===== src/rtl/self_test_pkg.sv =====
package self_test_pkg;
    localparam int unsigned CLK_HZ       = 40000000;
    localparam int unsigned BELL_MS      = 250;
    localparam int unsigned BELL_CYC     = CLK_HZ / 1000 * BELL_MS;
    localparam int unsigned FLASH_MS     = 500;
    localparam int unsigned FLASH_CYC    = CLK_HZ / 1000 * FLASH_MS;
    localparam int unsigned KBD_WAIT_MS  = 100;
    localparam int unsigned KBD_WAIT_CYC = CLK_HZ / 1000 * KBD_WAIT_MS;
    localparam int unsigned MEM_AW       = 10;
    localparam int unsigned ROM_N        = 4;

    localparam logic [31:0] ADDR_CTRL    = 32'h0000_0000;
    localparam logic [31:0] ADDR_STATUS  = 32'h0000_0004;
    localparam logic [31:0] ADDR_FAULTS  = 32'h0000_0008;
    localparam logic [31:0] ADDR_GFX     = 32'h0000_000c;
    localparam int unsigned CTRL_RUN_BIT  = 0;
    localparam int unsigned CTRL_CONT_BIT = 1;
    localparam int unsigned CTRL_ANSI_BIT = 2;
    localparam logic [7:0]  CODE_BASE     = 8'h30;

    typedef enum logic [2:0] {
        ST_IDLE  = 3'b000,
        ST_MRAM  = 3'b001,
        ST_XRAM  = 3'b010,
        ST_NVCK  = 3'b011,
        ST_ROM   = 3'b100,
        ST_KBD   = 3'b101,
        ST_DONE  = 3'b110,
        ST_HALT  = 3'b111
    } phase_t;

    typedef struct packed {
        logic xram;
        logic settings;
        logic kbd;
        logic mram;
        logic [3:0] rom;
    } faults_t;

    typedef struct packed {
        logic offline;
        logic host_port;
        logic internal_link;
        logic printer_port;
        logic bitmap;
        logic vector_draw;
    } gfx_faults_t;
endpackage


===== src/rtl/terminal_self_test_sequencer.sv =====
// Decided for this implementation: the APB slave port and the placing of the registers.
`timescale 1ns/1ps
module terminal_self_test_sequencer (
    input  wire logic                             pclk,
    input  wire logic                             presetn,
    input  wire logic                             psel,
    input  wire logic                             penable,
    input  wire logic                             pwrite,
    input  wire logic [31:0]                      paddr,
    input  wire logic [31:0]                      pwdata,
    output logic      [31:0]                      prdata,
    output logic                                  pready,
    output logic                                  pslverr,
    output logic                                  ram_we,
    output logic      [self_test_pkg::MEM_AW-1:0] ram_addr,
    output logic                                  ram_wdata,
    input  wire logic                             ram_rdata,
    input  wire logic                             xram_rdata,
    input  wire logic                             xram_present,
    input  wire logic                             menu_reset_key,
    output logic                                  sum_req,
    output logic      [2:0]                       sum_sel,
    input  wire logic                             sum_done,
    input  wire logic                             sum_match,
    input  wire logic                             end_of_scan,
    input  wire logic                             local_state,
    output logic      [3:0]                       indicator_lamps,
    output logic                                  kbd_bell,
    output logic      [7:0]                       error_char,
    output logic                                  error_char_valid,
    output logic                                  screen_invert,
    output logic                                  basic_text_only,
    output logic                                  use_factory_defaults,
    output logic                                  setup_locked,
    output logic                                  force_online,
    output logic                                  printer_blocked,
    output logic                                  gfx_only,
    output logic      [6:0]                       gfx_msg
);
    // Pin inputs pass two flip-flops; memory and checksum inputs are same-clock
    typedef struct packed {
        logic [1:0] key_s;
        logic [1:0] eos_s;
        logic [1:0] pres_s;
        logic [1:0] loc_s;
        logic       key_prev;
        self_test_pkg::phase_t phase;
        logic [self_test_pkg::MEM_AW-1:0] addr;
        logic [1:0] pass;
        logic [2:0] rom_idx;
        logic       req;
        logic [31:0] cnt;
        logic [31:0] flash_cnt;
        logic       flash;
        logic       cont;
        logic       ansi;
        logic       started;
        self_test_pkg::faults_t f;
        self_test_pkg::gfx_faults_t g;
        logic       ran;
    } state_t;

    state_t s_q, s_d;
    logic   wr_en;
    logic   rd_bit;
    logic   any_fault;
    logic   key_edge;
    logic [2:0] weight;

    assign wr_en    = psel && penable && pwrite;
    assign key_edge = s_q.key_s[1] && !s_q.key_prev;
    assign rd_bit   = (s_q.phase == self_test_pkg::ST_XRAM) ? xram_rdata : ram_rdata;
    assign weight   = {s_q.f.kbd, s_q.f.settings, s_q.f.xram};
    assign any_fault = |{s_q.f.xram, s_q.f.settings, s_q.f.kbd, s_q.f.mram, s_q.f.rom};

    always_comb begin
        s_d = s_q;
        s_d.key_s    = {s_q.key_s[0], menu_reset_key};
        s_d.eos_s    = {s_q.eos_s[0], end_of_scan};
        s_d.pres_s   = {s_q.pres_s[0], xram_present};
        s_d.loc_s    = {s_q.loc_s[0], local_state};
        s_d.key_prev = s_q.key_s[1];
        s_d.req      = 1'b0;
        if (wr_en && paddr == self_test_pkg::ADDR_CTRL) begin
            s_d.ansi = pwdata[self_test_pkg::CTRL_ANSI_BIT];
        end
        if (wr_en && paddr == self_test_pkg::ADDR_GFX) begin
            s_d.g = s_q.g | pwdata[5:0];
        end
        s_d.g.offline = s_q.loc_s[1];
        unique case (s_q.phase)
            self_test_pkg::ST_IDLE, self_test_pkg::ST_DONE: begin
                if (!s_q.started || key_edge
                    || (wr_en && paddr == self_test_pkg::ADDR_CTRL && s_q.ansi
                        && pwdata[self_test_pkg::CTRL_RUN_BIT])) begin
                    s_d.started = 1'b1;
                    s_d.cont    = wr_en && pwdata[self_test_pkg::CTRL_CONT_BIT] && s_q.started;
                    s_d.f       = '0;
                    s_d.ran     = 1'b0;
                    s_d.phase   = self_test_pkg::ST_MRAM;
                    s_d.addr    = '0;
                    s_d.pass    = '0;
                end
            end
            self_test_pkg::ST_MRAM, self_test_pkg::ST_XRAM: begin
                // pass 0/2 write, pass 1/3 check; pattern 1 then 0
                if (s_q.pass[0] && rd_bit != !s_q.pass[1]) begin
                    if (s_q.phase == self_test_pkg::ST_MRAM) begin
                        s_d.f.mram = 1'b1;
                        s_d.phase  = self_test_pkg::ST_HALT;
                    end else begin
                        // Extension fault is not fatal: drop to the settings check
                        s_d.f.xram  = 1'b1;
                        s_d.phase   = self_test_pkg::ST_NVCK;
                        s_d.req     = 1'b1;
                        s_d.rom_idx = '0;
                    end
                end else if (&s_q.addr) begin
                    s_d.addr = '0;
                    s_d.pass = s_q.pass + 2'd1;
                    if (s_q.pass == 2'd3) begin
                        if (s_q.phase == self_test_pkg::ST_MRAM && s_q.pres_s[1]) begin
                            s_d.phase = self_test_pkg::ST_XRAM;
                        end else begin
                            s_d.phase   = self_test_pkg::ST_NVCK;
                            s_d.req     = 1'b1;
                            s_d.rom_idx = '0;
                        end
                    end
                end else begin
                    s_d.addr = s_q.addr + 1'b1;
                end
            end
            self_test_pkg::ST_NVCK: begin
                if (sum_done) begin
                    // Settings fault selects defaults, the error digit and the done/halt bell; the run goes on
                    if (!sum_match) begin
                        s_d.f.settings = 1'b1;
                    end
                    s_d.phase   = self_test_pkg::ST_ROM;
                    s_d.req     = 1'b1;
                    s_d.rom_idx = 3'd1;
                end
            end
            self_test_pkg::ST_ROM: begin
                if (sum_done) begin
                    if (!sum_match) begin
                        s_d.f.rom = {1'b0, s_q.rom_idx};
                        s_d.phase = self_test_pkg::ST_HALT;
                    end else if (s_q.rom_idx == 3'(self_test_pkg::ROM_N)) begin
                        s_d.phase = self_test_pkg::ST_KBD;
                        s_d.cnt   = '0;
                    end else begin
                        s_d.rom_idx = s_q.rom_idx + 3'd1;
                        s_d.req     = 1'b1;
                    end
                end
            end
            self_test_pkg::ST_KBD: begin
                s_d.cnt = s_q.cnt + 32'd1;
                if (s_q.eos_s[1] && s_q.cnt >= self_test_pkg::BELL_CYC) begin
                    s_d.phase = self_test_pkg::ST_DONE;
                    s_d.ran   = 1'b1;
                end else if (s_q.cnt >= self_test_pkg::BELL_CYC + self_test_pkg::KBD_WAIT_CYC) begin
                    s_d.f.kbd = 1'b1;
                    s_d.phase = self_test_pkg::ST_DONE;
                    s_d.ran   = 1'b1;
                end
                if (s_d.phase == self_test_pkg::ST_DONE && s_q.cont && !s_d.f.kbd) begin
                    s_d.phase = self_test_pkg::ST_MRAM;
                    s_d.addr  = '0;
                    s_d.pass  = '0;
                end
            end
            self_test_pkg::ST_HALT: begin
                if (key_edge) begin
                    s_d.started = 1'b0;
                    s_d.phase   = self_test_pkg::ST_IDLE;
                end
            end
            default: s_d.phase = self_test_pkg::ST_HALT;
        endcase
        // Once-per-second white-black-white alarm in continuous mode
        if (s_q.cont && (s_q.phase == self_test_pkg::ST_HALT || s_q.f.kbd)) begin
            if (s_q.flash_cnt >= self_test_pkg::FLASH_CYC - 1) begin
                s_d.flash_cnt = '0;
                s_d.flash     = !s_q.flash;
            end else begin
                s_d.flash_cnt = s_q.flash_cnt + 32'd1;
            end
        end
    end

    always_ff @(posedge pclk or negedge presetn) begin
        if (!presetn) begin
            s_q <= '0;
        end else begin
            s_q <= s_d;
        end
    end

    assign ram_we    = !s_q.pass[0] && (s_q.phase == self_test_pkg::ST_MRAM
                                        || s_q.phase == self_test_pkg::ST_XRAM);
    assign ram_addr  = s_q.addr;
    assign ram_wdata = !s_q.pass[1];
    assign sum_req   = s_q.req;
    assign sum_sel   = s_q.rom_idx;
    assign kbd_bell  = (s_q.phase == self_test_pkg::ST_KBD) && s_q.cnt < self_test_pkg::BELL_CYC
                       || (s_q.f.settings && (s_q.phase == self_test_pkg::ST_HALT
                                              || s_q.phase == self_test_pkg::ST_DONE));

    always_comb begin
        if (s_q.phase == self_test_pkg::ST_KBD) begin
            indicator_lamps = 4'hf;
        end else if (s_q.f.mram) begin
            indicator_lamps = 4'h5;
        end else begin
            indicator_lamps = s_q.f.rom;
        end
    end

    assign error_char       = self_test_pkg::CODE_BASE + {5'h00, weight};
    assign error_char_valid = weight != 3'h0;
    assign screen_invert    = s_q.flash;
    assign basic_text_only      = s_q.f.xram;
    assign use_factory_defaults = s_q.f.settings;
    assign setup_locked = s_q.f.kbd;
    assign force_online = s_q.f.kbd && !s_q.f.settings && !s_q.f.xram;
    assign printer_blocked = s_q.g.printer_port;
    assign gfx_only = s_q.g.offline || s_q.g.internal_link;
    // Message bits: ok, offline, host, link, printer, bitmap, vector
    assign gfx_msg = {s_q.ran && !any_fault && s_q.g == '0, s_q.g};

    assign pready  = 1'b1;
    assign pslverr = psel && penable && !(paddr == self_test_pkg::ADDR_CTRL || paddr == self_test_pkg::ADDR_STATUS
                     || paddr == self_test_pkg::ADDR_FAULTS || paddr == self_test_pkg::ADDR_GFX);
    always_comb begin
        unique case (paddr)
            self_test_pkg::ADDR_CTRL:   prdata = {29'h0, s_q.ansi, s_q.cont, 1'b0};
            self_test_pkg::ADDR_STATUS: prdata = {28'h0, s_q.ran, s_q.phase};
            self_test_pkg::ADDR_FAULTS: prdata = {24'h0, s_q.f};
            self_test_pkg::ADDR_GFX:    prdata = {26'h0, s_q.g};
            default:                    prdata = 32'h0;
        endcase
    end
endmodule


===== config.mk =====
export PLATFORM = sky130hd
export DESIGN_NAME = terminal_self_test_sequencer
export DESIGN_NICKNAME = d
export VERILOG_FILES = /design/src/rtl/self_test_pkg.sv /design/src/rtl/terminal_self_test_sequencer.sv
export SDC_FILE = /design/constraint.sdc
export NUM_CORES = 1
export LEC_CHECK = 0
export BUFFER_PORTS_ARGS = -buffer_cell sky130_fd_sc_hd__buf_2
export CAP_MARGIN = 40
export CORE_ASPECT_RATIO = 1.2
export CORE_MARGIN = 4
export CORE_UTILIZATION = 49
export DETAILED_ROUTE_END_ITERATION = 10
export PLACE_DENSITY = 0.77
export SYNTH_ARGS = -nofsm -noshare
export SYNTH_HDL_FRONTEND = slang
export SYNTH_SLANG_ARGS = --single-unit

===== constraint.sdc =====
create_clock -name pclk -period 1.95 [get_ports pclk]
set_input_delay 0.0975 -clock pclk [delete_from_list [all_inputs] [get_ports pclk]]
set_output_delay 0.0975 -clock pclk [all_outputs]
set_load 0.02 [all_outputs]

* Word level (Yosys, flattened, before mapping) *
Cells that the tools add are included.

storage, ports and cells
  register bits = 111
  input bits = 77
  word-level logic and storage cells = 206

operators by class
  add/subtract/negate cells = 6
  order comparisons = 4
  eq/ne operators = 35
  multiplexer cells = 59
  bitwise operators = 1
  reductions and logical operators = 73

operators by type and width
  operator                                                                               count
  36-bit 2-to-1 mux                                                                      2
  32-bit by 1-bit adder with 32-bit output, second input constant                        2
  32-bit by 4-bit == test with 1-bit output, second input constant                       2
  32-bit by 24-bit greater-or-equal comparator with 1-bit output, second input constant  2
  32-bit 2-to-1 mux                                                                      2
  32-bit case mux with 2 select lines                                                    1
  4-bit 2-to-1 mux                                                                       10
  3-bit 2-to-1 mux                                                                       12
  12-bit case mux with 3 select lines                                                    1
  32-bit by 3-bit == test with 1-bit output, second input constant                       1
  32-bit by 25-bit greater-or-equal comparator with 1-bit output, second input constant  1
  32-bit logical NOT                                                                     1
  32-bit by 24-bit less-than comparator with 1-bit output, second input constant         1
  8-bit case mux with 4 select lines                                                     1
  15-bit 2-to-1 mux                                                                      2
  2-bit inequality test, second input constant                                           15
  4-bit AND reduction                                                                    6
  1-bit logical AND                                                                      23
  3-bit == test, second input constant                                                   6
  3-bit inequality test, second input constant                                           6
  3-bit case mux with 6 select lines                                                     1
  1-bit 2-to-1 mux                                                                       15
  12-bit 2-to-1 mux                                                                      1
  1-bit case mux with 2 select lines                                                     6
  other kinds (28)                                                                       58

* Logic depth before layout (Yosys ltp) *
  depth after elaboration = 9
  mapped depth = 9
  mapped depth without buffers = 8

* Worst setup path after synthesis *
Ideal clock, no wire load.

  path type = register to register
  start point = reg s_q[73] (netlist bit)
  end point = reg s_q (netlist bit ram_addr[2])
  library setup time = 0.126 ns
  arrival time = 2.041 ns
  data required time = 1.824 ns
  setup slack = -0.217 ns
  stages on the path, launching flop included = 7
  buffers on the path = 1
  period minus slack after synthesis = 2.167 ns
  path through = dfrtp_1 buf_6 or4_4 a211oi_4 o2111ai_4 a21o_4 a221o_1

between the ends
  longest elaborated chain between the ends = 9
  elaborated cells between the ends (all ways) = 15
  classes of those cells = order compare: 2; eq/ne: 2; mux: 6; reduce/logical: 5

ends and longest elaborated chain
  element                                                                            RTL line                                                                  text
  start, declared                                                                    terminal_self_test_sequencer.sv:63                                        state_t s_q, s_d;
  start signal, assigned                                                             terminal_self_test_sequencer.sv:196                                       s_q <= '0;
  start signal, assigned                                                             terminal_self_test_sequencer.sv:198                                       s_q <= s_d;
  32-bit by 24-bit greater-or-equal comparator with 1-bit output (on tied branches)  terminal_self_test_sequencer.sv:164, terminal_self_test_sequencer.sv:161
  3-bit 2-to-1 mux or 1-bit logical AND (tied branches)                              terminal_self_test_sequencer.sv:164, terminal_self_test_sequencer.sv:161
  3-bit 2-to-1 mux                                                                   terminal_self_test_sequencer.sv:161                                       if (s_q.eos_s[1] && s_q.cnt >= self_test_pkg::BELL_CYC) begin
  3-bit 2-to-1 mux                                                                   terminal_self_test_sequencer.sv:91                                        unique case (s_q.phase)
  3-bit == test                                                                      terminal_self_test_sequencer.sv:169                                       if (s_d.phase == self_test_pkg::ST_DONE && s_q.cont && !s_d.f.kbd) begin
  1-bit logical AND                                                                  terminal_self_test_sequencer.sv:169
  1-bit logical AND (*)                                                              terminal_self_test_sequencer.sv:169
  2-bit inequality test (no line) (*)                                                n/a
  4-bit AND reduction (no line) (*)                                                  n/a

Every way passes the cells marked *; elsewhere a longest branch is shown, timed or not. The select of a mux whose other input is x is not followed.
A chain may end at the register's enable or synchronous reset.

* Final worst setup path *
  start point = reg s_q[73] (netlist bit)
  end point = reg s_q[101] (netlist bit)

between the ends
  longest elaborated chain between the ends = 9
  elaborated cells between the ends (all ways) = 15
  classes of those cells = order compare: 2; eq/ne: 1; mux: 8; reduce/logical: 4

ends and longest elaborated chain
  element                                                                            RTL line
  32-bit by 24-bit greater-or-equal comparator with 1-bit output (on tied branches)  terminal_self_test_sequencer.sv:164, terminal_self_test_sequencer.sv:161
  3-bit 2-to-1 mux or 1-bit logical AND (tied branches)                              terminal_self_test_sequencer.sv:164, terminal_self_test_sequencer.sv:161
  3-bit 2-to-1 mux                                                                   terminal_self_test_sequencer.sv:161
  3-bit 2-to-1 mux                                                                   terminal_self_test_sequencer.sv:91
  3-bit == test                                                                      terminal_self_test_sequencer.sv:169
  1-bit logical AND (2 in a row)                                                     terminal_self_test_sequencer.sv:169
  15-bit 2-to-1 mux (*)                                                              terminal_self_test_sequencer.sv:169
  3-bit case mux with 6 select lines (*)                                             terminal_self_test_sequencer.sv:91

Marks and branches as above.

==> results.sh <==
export IMPL_critical_path_required_ns=2.23
export IMPL_clk_latency_ns=0.38
export IMPL_yosysTopAreaCell="dfrtp_1"
export IMPL_cts_reportedPaths_clkPinSlew_ns=0.08
export IMPL_area_growth_pct=48.3
export IMPL_synthXorXnorAreaFrac_pct=7.25
export IMPL_synth_top_area_share_pct=43.0
export IMPL_seqPwrFrac_pct=30.7
export IMPL_crit_type="reg -> reg"
export IMPL_avgViaCountPerCell=5.88
export IMPL_ys_seq_elements=110
export IMPL_end_kind="flop"
export IMPL_violations="negative setup slack"
export IMPL_drt_total_wl_um=22000
export IMPL_syn_area_per_cell_um2=9.20
export IMPL_internal_power_w=0.00553
export IMPL_crit_arrival_ns=2.53
export IMPL_syn_inst=696
export IMPL_fmax_mhz=446
export IMPL_p_switching_w=0.00346
export IMPL_synthAdderAreaFrac_pct=1.37
export IMPL_whs_ns=0.0662
export IMPL_drtIter0Drc=554
export IMPL_grt_usage_pct=24.0
export IMPL_die_h_um=133
export IMPL_path_cells="or4_4 -> o221ai_2 -> nand2_1 -> buf_6 -> o2111ai_4 -> buf_4 -> buf_6 -> a21oi_1 -> o21ai_0"
export IMPL_antenna_found_initial=0
export IMPL_drc=0
export IMPL_synthArstFlopShare_pct=100
export IMPL_ys_flop_type="dfrtp_1"
export IMPL_worst_pin_slew_ns=0.621
export IMPL_synth_edf_count=0
export IMPL_crit_top_cell="buf_6"
export IMPL_synth_most_common_cell="dfrtp_1"
export IMPL_ir_worst_vdd_mv=0.659
export IMPL_power_density_mw_per_mm2=947
export IMPL_htreeDepth=3
export IMPL_drive_gt1_share_pct=44.7
export IMPL_switching_share_pct=38.5
export IMPL_synthTopCellsByArea="dfrtp_1 43%, buf_4 6.2%, nor2_1 5.7%, xor2_1 4.5%, nand2_1 3.3%"
export IMPL_yosysUniqueCellTypes=67
export IMPL_routedWlPerCell_um=19.5
export IMPL_cpPeakStageDelay_ns=0.55
export IMPL_period_share_pct=115
export IMPL_period_minus_slack_ns=2.24
export IMPL_place_ws_ns=-0.275
export IMPL_finalHoldViolations=0
export IMPL_synth_compound_gate_area_share_pct=11.8
export IMPL_outcome="complete, but fails checks"
export IMPL_cts_buffers=9
export IMPL_r2r_cells=9
export IMPL_synth_top_family_by_area="simple AND/OR/NAND/NOR gates"
export IMPL_overflow=0
export IMPL_cap_violations=0
export IMPL_setup_viol=59
export IMPL_ys_warn_count=0
export IMPL_cts_tree="built"
export IMPL_place_congestion=0.897
export IMPL_cp_start_kind="flop"
export IMPL_core_mm2=0.0127
export IMPL_finalMaxSlewViolations=0
export IMPL_drtPass1Iterations=7
export IMPL_boundaryPins=155
export IMPL_grt_pass1_wl_um=29200
export IMPL_io_buffers=97
export IMPL_leakagePower_nw=4.62
export IMPL_clkPwrFrac_pct=21.3
export IMPL_synth_simple_area_share_pct=25.6
export IMPL_min_path_cells=3
export IMPL_synthMuxAreaShare_pct=2.17
export IMPL_fill_cells=793
export IMPL_hold_path_class="in -> reg"
export IMPL_cts_max_path_buffers=2
export IMPL_design_die_area_mm2=0.0150
export IMPL_layout_setup_ws_ns=-0.291
export IMPL_relSlewSlack_pct=58.6
export IMPL_netlist_top_cells_count="110 x dfrtp_1, 98 x nor2_1, 56 x nand2_1, 53 x buf_4, 41 x nand3_1"
export IMPL_rows=45
export IMPL_grt_max_degree=44
export IMPL_n_antenna_cell=0
export IMPL_start_util_pct=50.3
export IMPL_rsz0062_at_grt="true"
export IMPL_dp_hpwl_um=12800
export IMPL_grt_pass1_vias=6126
export IMPL_ys_seq_area_share_pct=43.0
export IMPL_combPwrFrac_pct=48.0
export IMPL_die_x_um=112
export IMPL_synth_area_mm2=0.00640
export IMPL_crit_fanout=5
export IMPL_vias=6618
export IMPL_finClkSkew_ns=0.0143
export IMPL_cts_sinks=110
export IMPL_cts_root_buf="clkbuf_16"
export IMPL_ant_nets=0
export IMPL_cp_slowest_cell="or4_4"
export IMPL_nNetsFinal=1041
[layer usage]
metal,GRT usage [%],vias up,part of all wire [%]
li1,-,2900,-
met1,27.1,3299,35
met2,44.2,321,54
met3,4.41,98,6.0
met4,9.55,0,4.9
met5,0,-,0
[kinds of logic (layout without fill, tap and decap cells)]
logic type,count (synthesis),in the layout
mux,11,11
compound gates,103,103
flops,110,110
fa+ha+maj,7,7
other cells,2,30
simple gates,324,324
xor+xnor,53,53
buf+inv,86,324
[power groups by stage]
stage                     Combinational [W]  Sequential (W)  Clock, W
final                               0.00432         0.00276   0.00191
after global routing                0.00454         0.00279   0.00202
after CTS                           0.00353         0.00270   0.00190
after detailed placement            0.00299         0.00273         0
after global placement              0.00293         0.00272         0
after floorplan                     0.00177         0.00276         0
[state kept, by name (all words and copies together) (netlist names)]
| name | count |
|---|---|
| screen_invert | 1 |
| ram_addr | 10 |
| setup_locked | 1 |
| use_factory_defaults | 1 |
| s_q | 80 |
| s_d | 6 |
| sum_sel | 3 |
| sum_req | 1 |
| gfx_msg | 5 |
| basic_text_only | 1 |
| printer_blocked | 1 |
[what timing repair did]
| action | CTS | global route |
|---|---|---|
| pin swaps | 29 | 56 |
| setup buffers | 18 | 22 |
| cloned | 0 | 3 |
| setup endpoints to repair | 79 | 81 |
| hold buffers | 10 | 0 |
| resized for setup | 69 | 146 |
| endpoints found under the hold margin | 49 | 0 |
[critical path: cells and delay by family (launching register included)]
family / cells / cell delay [ns]
DFF: 1 / 0.38
and+or+nand+nor: 2 / 0.68
AOI/OAI and AO/OA: 4 / 0.71
buffers and inverters: 3 / 0.39
[path summary, 6_finish.rpt]
check	start	end	slack (ns)
hold reg to reg	s_d[108]$_DFF_PN0_	s_q[108]$_DFF_PN0_	0.36
max in group asynchronous	presetn	s_q[44]$_DFFE_PN0P_	0.98
setup / recovery	s_q[73]$_DFFE_PN0P_	s_q[101]$_DFFE_PN0P_	-0.29
hold / removal	sum_match	sum_sel[1]$_DFFE_PN0P_	0.07
setup reg to reg	s_q[73]$_DFFE_PN0P_	s_q[101]$_DFFE_PN0P_	-0.29
min in group asynchronous	presetn	gfx_msg[4]$_DFFE_PN0P_	0.28
[cell usage in the layout, fill, tap and decap left out, types with 6 or more instances in the layout]
master / synthesis / layout
xor2_1: 33 / 30
mux2i_1: 6 / 6
buf_2: 5 / 88
nor2_2: 0 / 8
dlygate4sd3_1: 0 / 10
nand3_1: 41 / 34
conb_1: 2 / 30
a31oi_1: 11 / 8
buf_6: 3 / 32
nand2_1: 56 / 50
o21ai_0: 24 / 16
inv_1: 17 / 16
nand4_1: 19 / 19
nor2_1: 98 / 69
nor3b_1: 7 / 6
buf_4: 53 / 153
a21o_1: 8 / 8
nor2_4: 0 / 21
clkbuf_16: 0 / 9
nor3_1: 12 / 6
xnor2_1: 20 / 16
or3_1: 12 / 7
nor2b_1: 8 / 6
dfrtp_1: 110 / 109
nor4_1: 15 / 9
and3_1: 21 / 19
a21oi_1: 14 / 11
[metrics by stage]
| stage | util [%] | power, W | cell area, um^2 | setup TNS, ns | cells |
|---|---|---|---|---|---|
| after floorplan | - | 0.00452 | 6540 | -1.97 | 724 |
| after global placement | 61.8 | 0.00565 | 7860 | -3.29 | 1060 |
| after detailed placement | 61.8 | 0.00573 | 7860 | -7.90 | 1060 |
| after CTS | 68.2 | 0.00814 | 8680 | -4.29 | 1102 |
| after global routing | 74.6 | 0.00934 | 9500 | -12.97 | 1126 |
| final | 74.6 | 0.00899 | 9500 | -7.62 | 1126 |
[layout make-up]
class	instances	area [um^2]	share of cell area (%)
multi-input combinational	528	3980	41.9
sequential	110	2750	29.0
clock inverter	7	72.6	0.764
tap	164	205	2.16
clock buffer	9	225	2.37
timing repair buffer	291	2190	23.1
inverter	17	68.8	0.725
Note: power is estimated with default switching activity, not from simulation.
